==> src/hw/bcf_pkg.sv <==
// Constants, types and field layouts for the passthrough cell framer
// Contract
// [RULE1] Passthrough sends each word as 34 bits, type field on top.
// [RULE2] Passthrough shows received top two bits as the receive word type.
// [RULE3] Passthrough leaves overhead bits untouched in both directions.
// [RULE4] User logic builds words in the switch command word format.
// [RULE5] Cell mode is passthrough plus cell sync enable; fixed length cells.
// [RULE6] Flow ready low: shift transmit cell clock to meet switch cell clock.
// [RULE7] Flow ready low: receive boundary lags transmit boundary by set words.
// [RULE8] Flow ready high: recover cell clock from stream, derive shifted one.
// [RULE9] Flow ready high: no receive pipeline adjustment; recovered clock out.
// [RULE10] Type 00 is a command word; 01, 10, 11 are data words.
// [RULE11] Scramble data words only, and only with scramble enable high.
// [RULE12] Cell mode restarts the scrambler at every cell boundary.
// [RULE13] Check received idle word pattern; flag link error if wrong.
// [RULE14] User logic sends idle words now and then in cell mode.
// [RULE15] Idle in last cell slot goes out with overhead bits 11.
// [RULE16] User drops transmit word valid to force an idle slot.
// [RULE17] Cell mode: received idle word drops receive word valid.
// [RULE18] Idle in last slot without 11 pulses the cell sync error.
// [RULE19] Direct link: mode 01, clock multiplier transmit, receive align.
// [RULE20] Direct link needs loop timing select low.
// [RULE21] Direct mode: passthrough high, cell sync enable low.
// [RULE22] Switch card ends use mode 00 as word boundary master.
// [RULE23] Port card ends use mode 11, align both directions.
// [RULE24] Mode bit 1 aligns transmit, bit 0 aligns receive.
// [RULE25] A word counter per cell finds the last slot.
package bcf_pkg;
   // Word types carried in the overhead bits
   localparam logic [1:0] BCF_TYPE_CMD  = 2'h0;
   localparam logic [1:0] BCF_TYPE_MARK = 2'h3;
   // Idle word: opcode byte plus fixed check pattern
   localparam logic [7:0]  BCF_IDLE_OP  = 8'ha5;
   localparam logic [7:0]  BCF_DLY_OP   = 8'h5a;
   localparam logic [23:0] BCF_IDLE_PAT = 24'hc3_3c_96;
   localparam logic [31:0] BCF_IDLE_WORD = {BCF_IDLE_OP, BCF_IDLE_PAT};
   // Scrambler seed and feedback taps
   localparam logic [31:0] BCF_SEED = 32'hffff_ffff;
   localparam logic [31:0] BCF_TAPS = 32'h9000_0000;
   // Register byte offsets
   localparam logic [3:0] BCF_OFF_CTRL   = 4'h0;
   localparam logic [3:0] BCF_OFF_TIMING = 4'h4;
   localparam logic [3:0] BCF_OFF_STATUS = 4'h8;
   localparam logic [3:0] BCF_OFF_ERRCNT = 4'hc;
   // Bus responses
   localparam logic [1:0] BCF_RESP_OK  = 2'h0;
   localparam logic [1:0] BCF_RESP_ERR = 2'h2;
   // Mode bit patterns
   localparam logic [1:0] BCF_MODE_MASTER = 2'h0;
   localparam logic [1:0] BCF_MODE_DIRECT = 2'h1;
   // Control register, bit 6 first
   typedef struct packed {
      logic       loop_timing_select;
      logic [1:0] mode;
      logic       flow_ready_input;
      logic       scramble_enable;
      logic       cell_sync_enable;
      logic       raw_passthrough;
   } bcf_ctrl_type;
   localparam bcf_ctrl_type BCF_CTRL_RST = 7'h05;
   // Timing register, cell length in bits 7:0
   typedef struct packed {
      logic [7:0] rx_delay;
      logic [7:0] tx_shift;
      logic [7:0] cell_len;
   } bcf_timing_type;
   localparam bcf_timing_type BCF_TIMING_RST = 24'h00_00_10;
   // Status register, sticky flags are write one to clear
   typedef struct packed {
      logic config_err;
      logic cell_err;
      logic link_err;
   } bcf_status_type;
   // One 34-bit serial word
   typedef struct packed {
      logic [1:0]  ovh;
      logic [31:0] data;
   } bcf_ser_word_type;
endpackage : bcf_pkg

==> src/hw/bcf_framer.sv <==
// Passthrough, cell and direct mode framer with AXI4-Lite registers
`timescale 1ns/100ps
`default_nettype none
module bcf_framer
   import bcf_pkg::*;
#(
   parameter int DLY_MAX = 16
) (
   input  wire logic              aclk,
   input  wire logic              aresetn,
   // AXI4-Lite slave
   input  wire logic [3:0]        s_axi_awaddr,
   input  wire logic              s_axi_awvalid,
   output logic                   s_axi_awready,
   input  wire logic [31:0]       s_axi_wdata,
   input  wire logic [3:0]        s_axi_wstrb,
   input  wire logic              s_axi_wvalid,
   output logic                   s_axi_wready,
   output logic [1:0]             s_axi_bresp,
   output logic                   s_axi_bvalid,
   input  wire logic              s_axi_bready,
   input  wire logic [3:0]        s_axi_araddr,
   input  wire logic              s_axi_arvalid,
   output logic                   s_axi_arready,
   output logic [31:0]            s_axi_rdata,
   output logic [1:0]             s_axi_rresp,
   output logic                   s_axi_rvalid,
   input  wire logic              s_axi_rready,
   // User transmit side
   input  wire logic [31:0]       tx_data,
   input  wire logic [1:0]        tx_word_type,
   input  wire logic              tx_word_valid,
   // User receive side
   output logic [31:0]            rx_data,
   output logic [1:0]             rx_word_type,
   output logic                   rx_word_valid,
   output logic                   cell_sync_error_pulse,
   output logic                   link_error_pulse,
   // Serial word path
   output bcf_ser_word_type       tx_ser_word,
   input  wire bcf_ser_word_type  rx_ser_word,
   // Cell clock from the switch, 160 ns period
   input  wire logic              cell_clk_in,
   output logic                   tx_cell_clock,
   output logic                   rx_cell_clock,
   // Static configuration to the analog section
   output logic                   self_route_enable,
   output logic                   tx_align_enable,
   output logic                   rx_align_enable,
   output logic                   word_boundary_master,
   output logic                   tx_clock_from_cmu
);
   localparam int DW = $clog2(DLY_MAX);

   bcf_ctrl_type   ctrl_reg;
   bcf_timing_type timing_reg;
   bcf_status_type status_reg;
   logic [31:0]    errcnt_reg;
   logic           cell_mode;
   logic           config_bad;

   // Cell mode needs both passthrough and cell sync enable
   // [RULE5] [RULE21] cell mode entry
   assign cell_mode = ctrl_reg.raw_passthrough & ctrl_reg.cell_sync_enable;

   // Bad setups: cell mode unscrambled, direct link on loop timing
   // [RULE20] loop timing check
   assign config_bad = (cell_mode & ~ctrl_reg.scramble_enable) |
      (ctrl_reg.mode == BCF_MODE_DIRECT & ctrl_reg.loop_timing_select);

   // Configuration outputs straight from control flops
   // [RULE24] [RULE23] alignment enables
   assign tx_align_enable      = ctrl_reg.mode[1];
   assign rx_align_enable      = ctrl_reg.mode[0];
   // [RULE22] mode 00 owns the word boundary
   assign word_boundary_master = ctrl_reg.mode == BCF_MODE_MASTER;
   // [RULE19] direct link transmits from the clock multiplier
   assign tx_clock_from_cmu    = ~ctrl_reg.loop_timing_select;
   // [RULE1] passthrough turns self-routing off
   assign self_route_enable    = ~ctrl_reg.raw_passthrough;

   // Scrambler advances 32 bit steps per word
   function automatic logic [31:0] lfsr_step(input logic [31:0] s);
      logic [31:0] v;
      v = s;
      for (int i = 0; i < 32; i++) begin
         v = {v[30:0], ^(v & BCF_TAPS)};
      end
      return v;
   endfunction : lfsr_step

   // ---- Cell clock pin synchroniser and edge finder
   logic cclk_meta_reg, cclk_sync_reg, cclk_prev_reg;
   always_ff @(posedge aclk) begin
      if (!aresetn) begin
         cclk_meta_reg <= 1'b0;
         cclk_sync_reg <= 1'b0;
         cclk_prev_reg <= 1'b0;
      end else begin
         cclk_meta_reg <= cell_clk_in;
         cclk_sync_reg <= cclk_meta_reg;
         cclk_prev_reg <= cclk_sync_reg;
      end
   end
   logic cclk_edge;
   assign cclk_edge = cclk_sync_reg & ~cclk_prev_reg;

   // ---- Received marker recovers the cell clock
   logic rx_is_mark, rec_bound_reg;
   assign rx_is_mark = rx_ser_word.ovh == BCF_TYPE_MARK &&
                       rx_ser_word.data == BCF_IDLE_WORD;
   // [RULE8] boundary follows the marked idle
   always_ff @(posedge aclk) begin
      if (!aresetn) rec_bound_reg <= 1'b0;
      else          rec_bound_reg <= cell_mode & rx_is_mark;
   end

   // ---- Transmit cell boundary, shifted from its source
   logic       bound_src, tx_bound;
   logic [7:0] shift_cnt_reg;
   logic       shift_run_reg;
   // [RULE6] switch cell clock when several share a card
   assign bound_src = ctrl_reg.flow_ready_input ? rec_bound_reg : cclk_edge;
   assign tx_bound  = cell_mode & ((bound_src && timing_reg.tx_shift == 8'h0)
                      | (shift_run_reg && shift_cnt_reg == 8'h1));
   // [RULE8] phase shift of transmit cell clock
   always_ff @(posedge aclk) begin
      if (!aresetn) begin
         shift_cnt_reg <= 8'h0;
         shift_run_reg <= 1'b0;
      end else if (bound_src && timing_reg.tx_shift != 8'h0) begin
         shift_cnt_reg <= timing_reg.tx_shift;
         shift_run_reg <= 1'b1;
      end else if (shift_run_reg) begin
         shift_cnt_reg <= shift_cnt_reg - 8'h1;
         shift_run_reg <= shift_cnt_reg != 8'h1;
      end
   end

   // ---- Transmit word slot counter
   logic [7:0] tx_cnt_reg, tx_slot, last_slot;
   logic       tx_last;
   assign last_slot = timing_reg.cell_len - 8'h1;
   assign tx_slot   = tx_bound ? 8'h0 : tx_cnt_reg;
   assign tx_last   = tx_slot == last_slot;
   // [RULE25] slot count restarts on the boundary
   always_ff @(posedge aclk) begin
      if (!aresetn)     tx_cnt_reg <= 8'h0;
      else if (tx_last) tx_cnt_reg <= 8'h0;
      else              tx_cnt_reg <= tx_slot + 8'h1;
   end

   // ---- Transmit framing and scrambling
   logic        tx_reseed_reg, tx_seed, tx_is_cmd;
   logic [31:0] tx_lfsr_reg, tx_mask;
   // [RULE12] restart the sequence on each cell
   assign tx_seed   = (cell_mode & tx_bound) | tx_reseed_reg;
   assign tx_mask   = tx_seed ? BCF_SEED : tx_lfsr_reg;
   // [RULE10] type 00 marks a command word
   assign tx_is_cmd = ~tx_word_valid | tx_word_type == BCF_TYPE_CMD;
   always_ff @(posedge aclk) begin
      if (!aresetn) begin
         tx_lfsr_reg   <= BCF_SEED;
         tx_reseed_reg <= 1'b0;
      end else begin
         tx_lfsr_reg   <= lfsr_step(tx_mask);
         tx_reseed_reg <= tx_is_cmd;
      end
   end
   // Serial word out, idle when the user has nothing
   always_ff @(posedge aclk) begin
      if (!aresetn) begin
         tx_ser_word <= '{ovh: BCF_TYPE_CMD, data: BCF_IDLE_WORD};
      end else if (!tx_word_valid) begin
         // [RULE15] mark the cell with an 11 idle
         tx_ser_word.ovh  <= (cell_mode & tx_last) ? BCF_TYPE_MARK
                                                   : BCF_TYPE_CMD;
         tx_ser_word.data <= BCF_IDLE_WORD;
      end else begin
         // [RULE1] type field becomes the top two bits
         tx_ser_word.ovh  <= tx_word_type;
         // [RULE11] only data words are scrambled
         tx_ser_word.data <= (ctrl_reg.scramble_enable & ~tx_is_cmd)
                             ? tx_data ^ tx_mask : tx_data;
      end
   end
   assign tx_cell_clock = tx_bound;

   // ---- Receive cell boundary
   logic [DLY_MAX-1:0] bound_hist_reg;
   logic [DW-1:0]      dly_idx;
   logic               rx_bound;
   always_ff @(posedge aclk) begin
      if (!aresetn) bound_hist_reg <= '0;
      else bound_hist_reg <= {bound_hist_reg[DLY_MAX-2:0], tx_bound};
   end
   assign dly_idx = DW'(timing_reg.rx_delay - 8'h1);
   // [RULE7] receive boundary lags transmit by set words
   // [RULE9] no adjustment with flow ready high
   assign rx_bound = ctrl_reg.flow_ready_input ? rec_bound_reg :
                     (timing_reg.rx_delay == 8'h0) ? tx_bound :
                     bound_hist_reg[dly_idx];
   assign rx_cell_clock = rx_bound & cell_mode;

   logic [7:0] rx_cnt_reg, rx_slot;
   logic       rx_last;
   assign rx_slot = rx_bound ? 8'h0 : rx_cnt_reg;
   assign rx_last = rx_slot == last_slot;
   // [RULE25] receive slot counter
   always_ff @(posedge aclk) begin
      if (!aresetn)     rx_cnt_reg <= 8'h0;
      else if (rx_last) rx_cnt_reg <= 8'h0;
      else              rx_cnt_reg <= rx_slot + 8'h1;
   end

   // ---- Receive classification
   logic rx_cmd, rx_idle_op, rx_idle, rx_bad_pat, rx_sync_err, rx_dly_cmd;
   assign rx_cmd      = rx_ser_word.ovh == BCF_TYPE_CMD;
   assign rx_idle_op  = rx_cmd && rx_ser_word.data[31:24] == BCF_IDLE_OP;
   assign rx_idle     = rx_idle_op | rx_is_mark;
   assign rx_dly_cmd  = rx_cmd && rx_ser_word.data[31:24] == BCF_DLY_OP;
   // [RULE13] idle pattern check, data words unchecked
   assign rx_bad_pat  = rx_idle_op && rx_ser_word.data[23:0] != BCF_IDLE_PAT;
   // [RULE18] last slot idle without 11
   assign rx_sync_err = cell_mode & rx_last & rx_idle_op;

   // ---- Receive descrambling and outputs
   logic        rx_reseed_reg, rx_seed, rx_scr;
   logic [31:0] rx_lfsr_reg, rx_mask;
   assign rx_seed = (cell_mode & rx_bound) | rx_reseed_reg;
   assign rx_mask = rx_seed ? BCF_SEED : rx_lfsr_reg;
   // [RULE11] descramble data words only
   assign rx_scr  = ctrl_reg.scramble_enable & ~rx_cmd & ~rx_is_mark;
   always_ff @(posedge aclk) begin
      if (!aresetn) begin
         rx_lfsr_reg   <= BCF_SEED;
         rx_reseed_reg <= 1'b0;
      end else begin
         rx_lfsr_reg   <= lfsr_step(rx_mask);
         rx_reseed_reg <= rx_cmd | rx_is_mark;
      end
   end
   always_ff @(posedge aclk) begin
      if (!aresetn) begin
         rx_data               <= '0;
         rx_word_type          <= BCF_TYPE_CMD;
         rx_word_valid         <= 1'b0;
         cell_sync_error_pulse <= 1'b0;
         link_error_pulse      <= 1'b0;
      end else begin
         // [RULE2] overhead bits shown as word type
         // [RULE3] overhead passes unchanged
         rx_word_type          <= rx_ser_word.ovh;
         rx_data <= rx_scr ? rx_ser_word.data ^ rx_mask : rx_ser_word.data;
         // [RULE17] idle words are not valid
         rx_word_valid         <= ~rx_idle;
         cell_sync_error_pulse <= rx_sync_err;
         link_error_pulse      <= rx_bad_pat;
      end
   end

   // ---- AXI4-Lite write channel
   logic        aw_got_reg, w_got_reg;
   logic [3:0]  aw_addr_reg;
   logic [31:0] w_data_reg;
   logic        do_wr, wr_ok;
   assign s_axi_awready = ~aw_got_reg & ~s_axi_bvalid;
   assign s_axi_wready  = ~w_got_reg & ~s_axi_bvalid;
   assign do_wr = aw_got_reg & w_got_reg & ~s_axi_bvalid;
   assign wr_ok = aw_addr_reg == BCF_OFF_CTRL ||
                  aw_addr_reg == BCF_OFF_TIMING ||
                  aw_addr_reg == BCF_OFF_STATUS;
   always_ff @(posedge aclk) begin
      if (!aresetn) begin
         aw_got_reg   <= 1'b0;
         w_got_reg    <= 1'b0;
         aw_addr_reg  <= 4'h0;
         w_data_reg   <= '0;
         s_axi_bvalid <= 1'b0;
         s_axi_bresp  <= BCF_RESP_OK;
      end else begin
         if (s_axi_awvalid & s_axi_awready) begin
            aw_got_reg  <= 1'b1;
            aw_addr_reg <= {s_axi_awaddr[3:2], 2'h0};
         end
         if (s_axi_wvalid & s_axi_wready) begin
            w_got_reg  <= 1'b1;
            w_data_reg <= s_axi_wdata;
         end
         if (do_wr) begin
            aw_got_reg   <= 1'b0;
            w_got_reg    <= 1'b0;
            s_axi_bvalid <= 1'b1;
            s_axi_bresp  <= wr_ok ? BCF_RESP_OK : BCF_RESP_ERR;
         end else if (s_axi_bready) begin
            s_axi_bvalid <= 1'b0;
         end
      end
   end

   // Control register
   always_ff @(posedge aclk) begin
      if (!aresetn) ctrl_reg <= BCF_CTRL_RST;
      else if (do_wr && aw_addr_reg == BCF_OFF_CTRL)
         ctrl_reg <= bcf_ctrl_type'(w_data_reg[$bits(bcf_ctrl_type)-1:0]);
   end

   // Timing register; with flow ready low a delay command word also sets the receive lag
   always_ff @(posedge aclk) begin
      if (!aresetn) timing_reg <= BCF_TIMING_RST;
      else if (do_wr && aw_addr_reg == BCF_OFF_TIMING)
         timing_reg <= bcf_timing_type'(w_data_reg[$bits(bcf_timing_type)-1:0]);
      // [RULE7] command word changes the lag
      else if (rx_dly_cmd && !ctrl_reg.flow_ready_input)
         timing_reg.rx_delay <= rx_ser_word.data[7:0];
   end

   // Sticky link and cell error flags, a new event beats the clear; config error follows the setup
   logic        clr_link, clr_cell;
   assign clr_link = do_wr && aw_addr_reg == BCF_OFF_STATUS && w_data_reg[0];
   assign clr_cell = do_wr && aw_addr_reg == BCF_OFF_STATUS && w_data_reg[1];
   always_ff @(posedge aclk) begin
      if (!aresetn) begin
         status_reg <= '0;
      end else begin
         status_reg.config_err <= config_bad;
         status_reg.link_err   <= link_error_pulse |
                                  (status_reg.link_err & ~clr_link);
         status_reg.cell_err   <= cell_sync_error_pulse |
                                  (status_reg.cell_err & ~clr_cell);
      end
   end

   // Cell sync error count, saturating
   always_ff @(posedge aclk) begin
      if (!aresetn) errcnt_reg <= '0;
      else if (cell_sync_error_pulse && errcnt_reg != '1)
         errcnt_reg <= errcnt_reg + 32'h1;
   end

   // ---- AXI4-Lite read channel
   logic [3:0] ra;
   assign ra = {s_axi_araddr[3:2], 2'h0};
   assign s_axi_arready = ~s_axi_rvalid;
   always_ff @(posedge aclk) begin
      if (!aresetn) begin
         s_axi_rvalid <= 1'b0;
         s_axi_rdata  <= '0;
         s_axi_rresp  <= BCF_RESP_OK;
      end else if (s_axi_arvalid & s_axi_arready) begin
         s_axi_rvalid <= 1'b1;
         s_axi_rresp  <= BCF_RESP_OK;
         case (ra)
            BCF_OFF_CTRL:   s_axi_rdata <= 32'(ctrl_reg);
            BCF_OFF_TIMING: s_axi_rdata <= 32'(timing_reg);
            BCF_OFF_STATUS: s_axi_rdata <= 32'(status_reg);
            BCF_OFF_ERRCNT: s_axi_rdata <= errcnt_reg;
            default: begin
               s_axi_rdata <= '0;
               s_axi_rresp <= BCF_RESP_ERR;
            end
         endcase
      end else if (s_axi_rready) begin
         s_axi_rvalid <= 1'b0;
      end
   end
endmodule : bcf_framer
`default_nettype wire

==> config.mk <==
export PLATFORM = sky130hd
export DESIGN_NAME = bcf_framer
export DESIGN_NICKNAME = d
export VERILOG_FILES = /design/src/hw/bcf_pkg.sv /design/src/hw/bcf_framer.sv
export SDC_FILE = /design/constraint.sdc
export NUM_CORES = 1
export LEC_CHECK = 0
export BUFFER_PORTS_ARGS = -buffer_cell sky130_fd_sc_hd__clkbuf_2
export CAP_MARGIN = 10
export CORE_MARGIN = 4
export CORE_UTILIZATION = 37
export CTS_BUF_LIST = sky130_fd_sc_hd__clkbuf_2
export DETAILED_ROUTE_END_ITERATION = 6
export GPL_ROUTABILITY_DRIVEN = 1
export PLACE_DENSITY_LB_ADDON = 0.1
export SYNTH_ARGS = -nofsm -noshare
export SYNTH_HDL_FRONTEND = slang
export SYNTH_SLANG_ARGS = --single-unit
==> constraint.sdc <==
create_clock -name aclk -period 3.35 [get_ports aclk]
set_clock_uncertainty 0.15 [all_clocks]
set_input_delay 0.67 -clock aclk [delete_from_list [all_inputs] [get_ports aclk]]
set_output_delay 0.67 -clock aclk [all_outputs]
set_load 0.005 [all_outputs]
==> metrics.cfg <==
[min_path]
min_from = s_axi_wvalid
hp-class = input port to flip-flop
hold_depth = 5
min_to = w_data_reg[22]

[setup_path]
worstReg2RegStart = timing_reg[12]
cp.arrival_ns = 3.09
crit_path_max_fanout = 3
startpoint_type = flip-flop
max_stage_delay_ns = 0.46
path_class = flip-flop to primary output
required_ns = 2.53
reg2reg_to = tx_ser_word[4]
path_cells = inv_2, ha_1, or4b_4, or4_4, a2111oi_4, a211oi_4, nor2_2, buf_2
rr_worst_depth = 15
crit_path_end_kind = primary output
reg2reg_slack_ns = 0.24
cpMaxStageDelayCell = or4b_4

[logic_synthesis]
synth_edf_count = 0
synthCells = 1483
ys_ff_latch = 312
async_reset_ff_share_pct = 0
yosys_most_used_dff = dfxtp_1
yosysWarnings = 0
avgSynthCellArea_um2 = 9.23
netlist_area_mm2 = 0.0137
ys_types = 75
seq_area_frac_synth_pct = 45.6

[placed_design]
dp_hpwl_um = 25700
finalWeightedCongestion = 0.822
io_buffers = 221
dp_slack_ns = 0.108

[die]
initial_core_util_pct = 37.5
die_x_um = 200
dieArea_mm2 = 0.0401
pin_count = 240
die_y_um = 200
core_area_mm2 = 0.0365
num_rows = 70

[clock_network]
cts_made_buffers = 85
worstSkewPairLatency_ns = 0.99
clk_path_buf_depth = 3
path_clk_slew_ns = 0.10
htree_levels = 3
cts_tree = yes
clock_sinks = 312
ctsRootBufferMaster = clkbuf_2

[sta]
post-route-period-util_pct = 117
final.setup.worst_slack_ns = -0.559
slew_headroom_pct = 47.5
slew_viol_final = 0
tightestPinTransition_ns = 0.788
max_clock_freq_mhz = 256
rsz0062_at_grt = true
whs_ns = 0.130
hold_viol_final = 0
fin_crit_ns = 3.91
setup_violations = 2

[grt]
grt_pass1_vias = 11600
grt_max_degree = 158
gr-usage-all-layers_pct = 19.0
grt-ovfl-total = 0
grt_pass1_wl_um = 62800
antenna_found_initial = 1

[layout]
syn_to_final_growth_pct = 27.4
multi_input_area_mm2 = 0.00703
seqCellArea_mm2 = 0.00625
final_cell_mix = clkbuf_2 (355), dfxtp_1 (308), nand2_1 (213)
top_register = tx_ser_word
nets = 1986
largest_reg_flops = 34
num-fill-cells = 3584
final_layout_size_suffix_gt1_share_pct = 23.9
final_common_cell = clkbuf_2

[detailed_routing]
route.detailed.drc = 0
via_count = 11500
drtPass1Iterations = 5
post_drt_wl_per_cell_um = 16.2
via_per_inst = 4.82
first_iter_violations = 493
wl_um = 38800
drtAntennaViolNets = 0

[power]
total_power_mw = 8.56
irDropWorstVdd_mv = 0.264
power.density_mw_per_mm2 = 491
p_leak_nw = 7.51

[run_status]
outcome = complete, but fails checks
violations = setup timing

[job]
drv_cap = 0

[Yosys cell counts, drive strengths merged (44+ instances only)]
cell	number	area share [%]
a21boi	47	2.6
dfxtp	312	46
xor2	63	4.0
mux2i	45	3.3
nor2	44	1.2
o21ai	140	5.2
nand2	213	5.8
and2	65	3.0
nor2b	44	2.0
clkbuf	77	2.1
nand3	48	1.8
xnor2	91	5.8
[power breakdown]
group,leakage (nW),switching [mW],internal (mW)
Clock,0.615,1.61,1.22
Sequential,2.56,0.315,4.06
Combinational,4.33,0.597,0.762
Total,7.51,2.52,6.04
[kinds of logic (layout without fill, tap and decap cells)]
group	count (synthesis)	after routing	synth area share, %
and+or+nand+nor	548	548	20.5
muxes	67	67	5.68
AOI/OAI and AO/OA	281	281	13.6
xor gates and xnor gates	157	157	10.4
buffers and inverters	109	546	3.40
adders and majority gates	8	8	0.731
DFF	312	312	45.6
other	1	3	0.0274
[worst max-delay path by stage]
stage	to	start	cells after the start	slack, ns
2_1_floorplan	rx_cnt_reg[4]	timing_reg[16]	12	0.29
3_3_place_gp	rx_cnt_reg[4]	timing_reg[16]	12	0.15
3_5_place_dp	rx_cnt_reg[4]	timing_reg[16]	12	0.11
4_1_cts	rx_cell_clock	timing_reg[17]	8	-0.70
5_1_grt	rx_cell_clock	timing_reg[17]	8	-0.74
6_report	rx_cell_clock	timing_reg[17]	8	-0.56
[worst max-delay path, delay by kind of cell, from the launching register on]
kind,cells,cell delay [ns]
adder cells (fa/ha/maj),1,0.13
AND/OR/NAND/NOR,3,1.04
flip-flops,1,0.34
buffers and inverters,2,0.22
AO/OA/AOI/OAI,2,0.39
[final cells by class]
type / count / area share [%]
flip-flops and latches: 312 / 35.9
inverters: 16 / 0.345
well taps: 468 / 3.36
diodes: 1 / 0.0144
clock inverters: 14 / 0.667
clock buffers: 137 / 3.93
repair buffers: 379 / 15.5
multi-input cells: 1063 / 40.3
[per-layer routing]
metal	vias to the layer above	GRT usage (%)	wire length, µm
met2	243	30.6	17900
met1	5353	25.5	18500
li1	5866	-	-
met3	47	4.58	1820
met5	-	0	0
met4	0	5.75	585
[repair_timing]
action / in CTS / in global routing
endpoints found under the hold margin: 153 / 0
setup endpoints to repair: 2 / 7
hold buffers: 120 / 0
pin swaps: 6 / 2
gates cloned: 0 / 1
buffers inserted: 8 / 2
resized for setup: 14 / 5
[stage by stage]
step,utilization [%],setup TNS (ns),cell area [µm²],instances
after detailed placement,41.8,0,15300,2107
after floorplan,-,0,13700,1484
final,47.7,-0.569,17400,2390
after CTS,47.5,-0.823,17400,2386
after global placement,41.8,0,15300,2107
after global routing,47.7,-0.963,17400,2390
No activity file was read; power rests on OpenSTA's default activity.
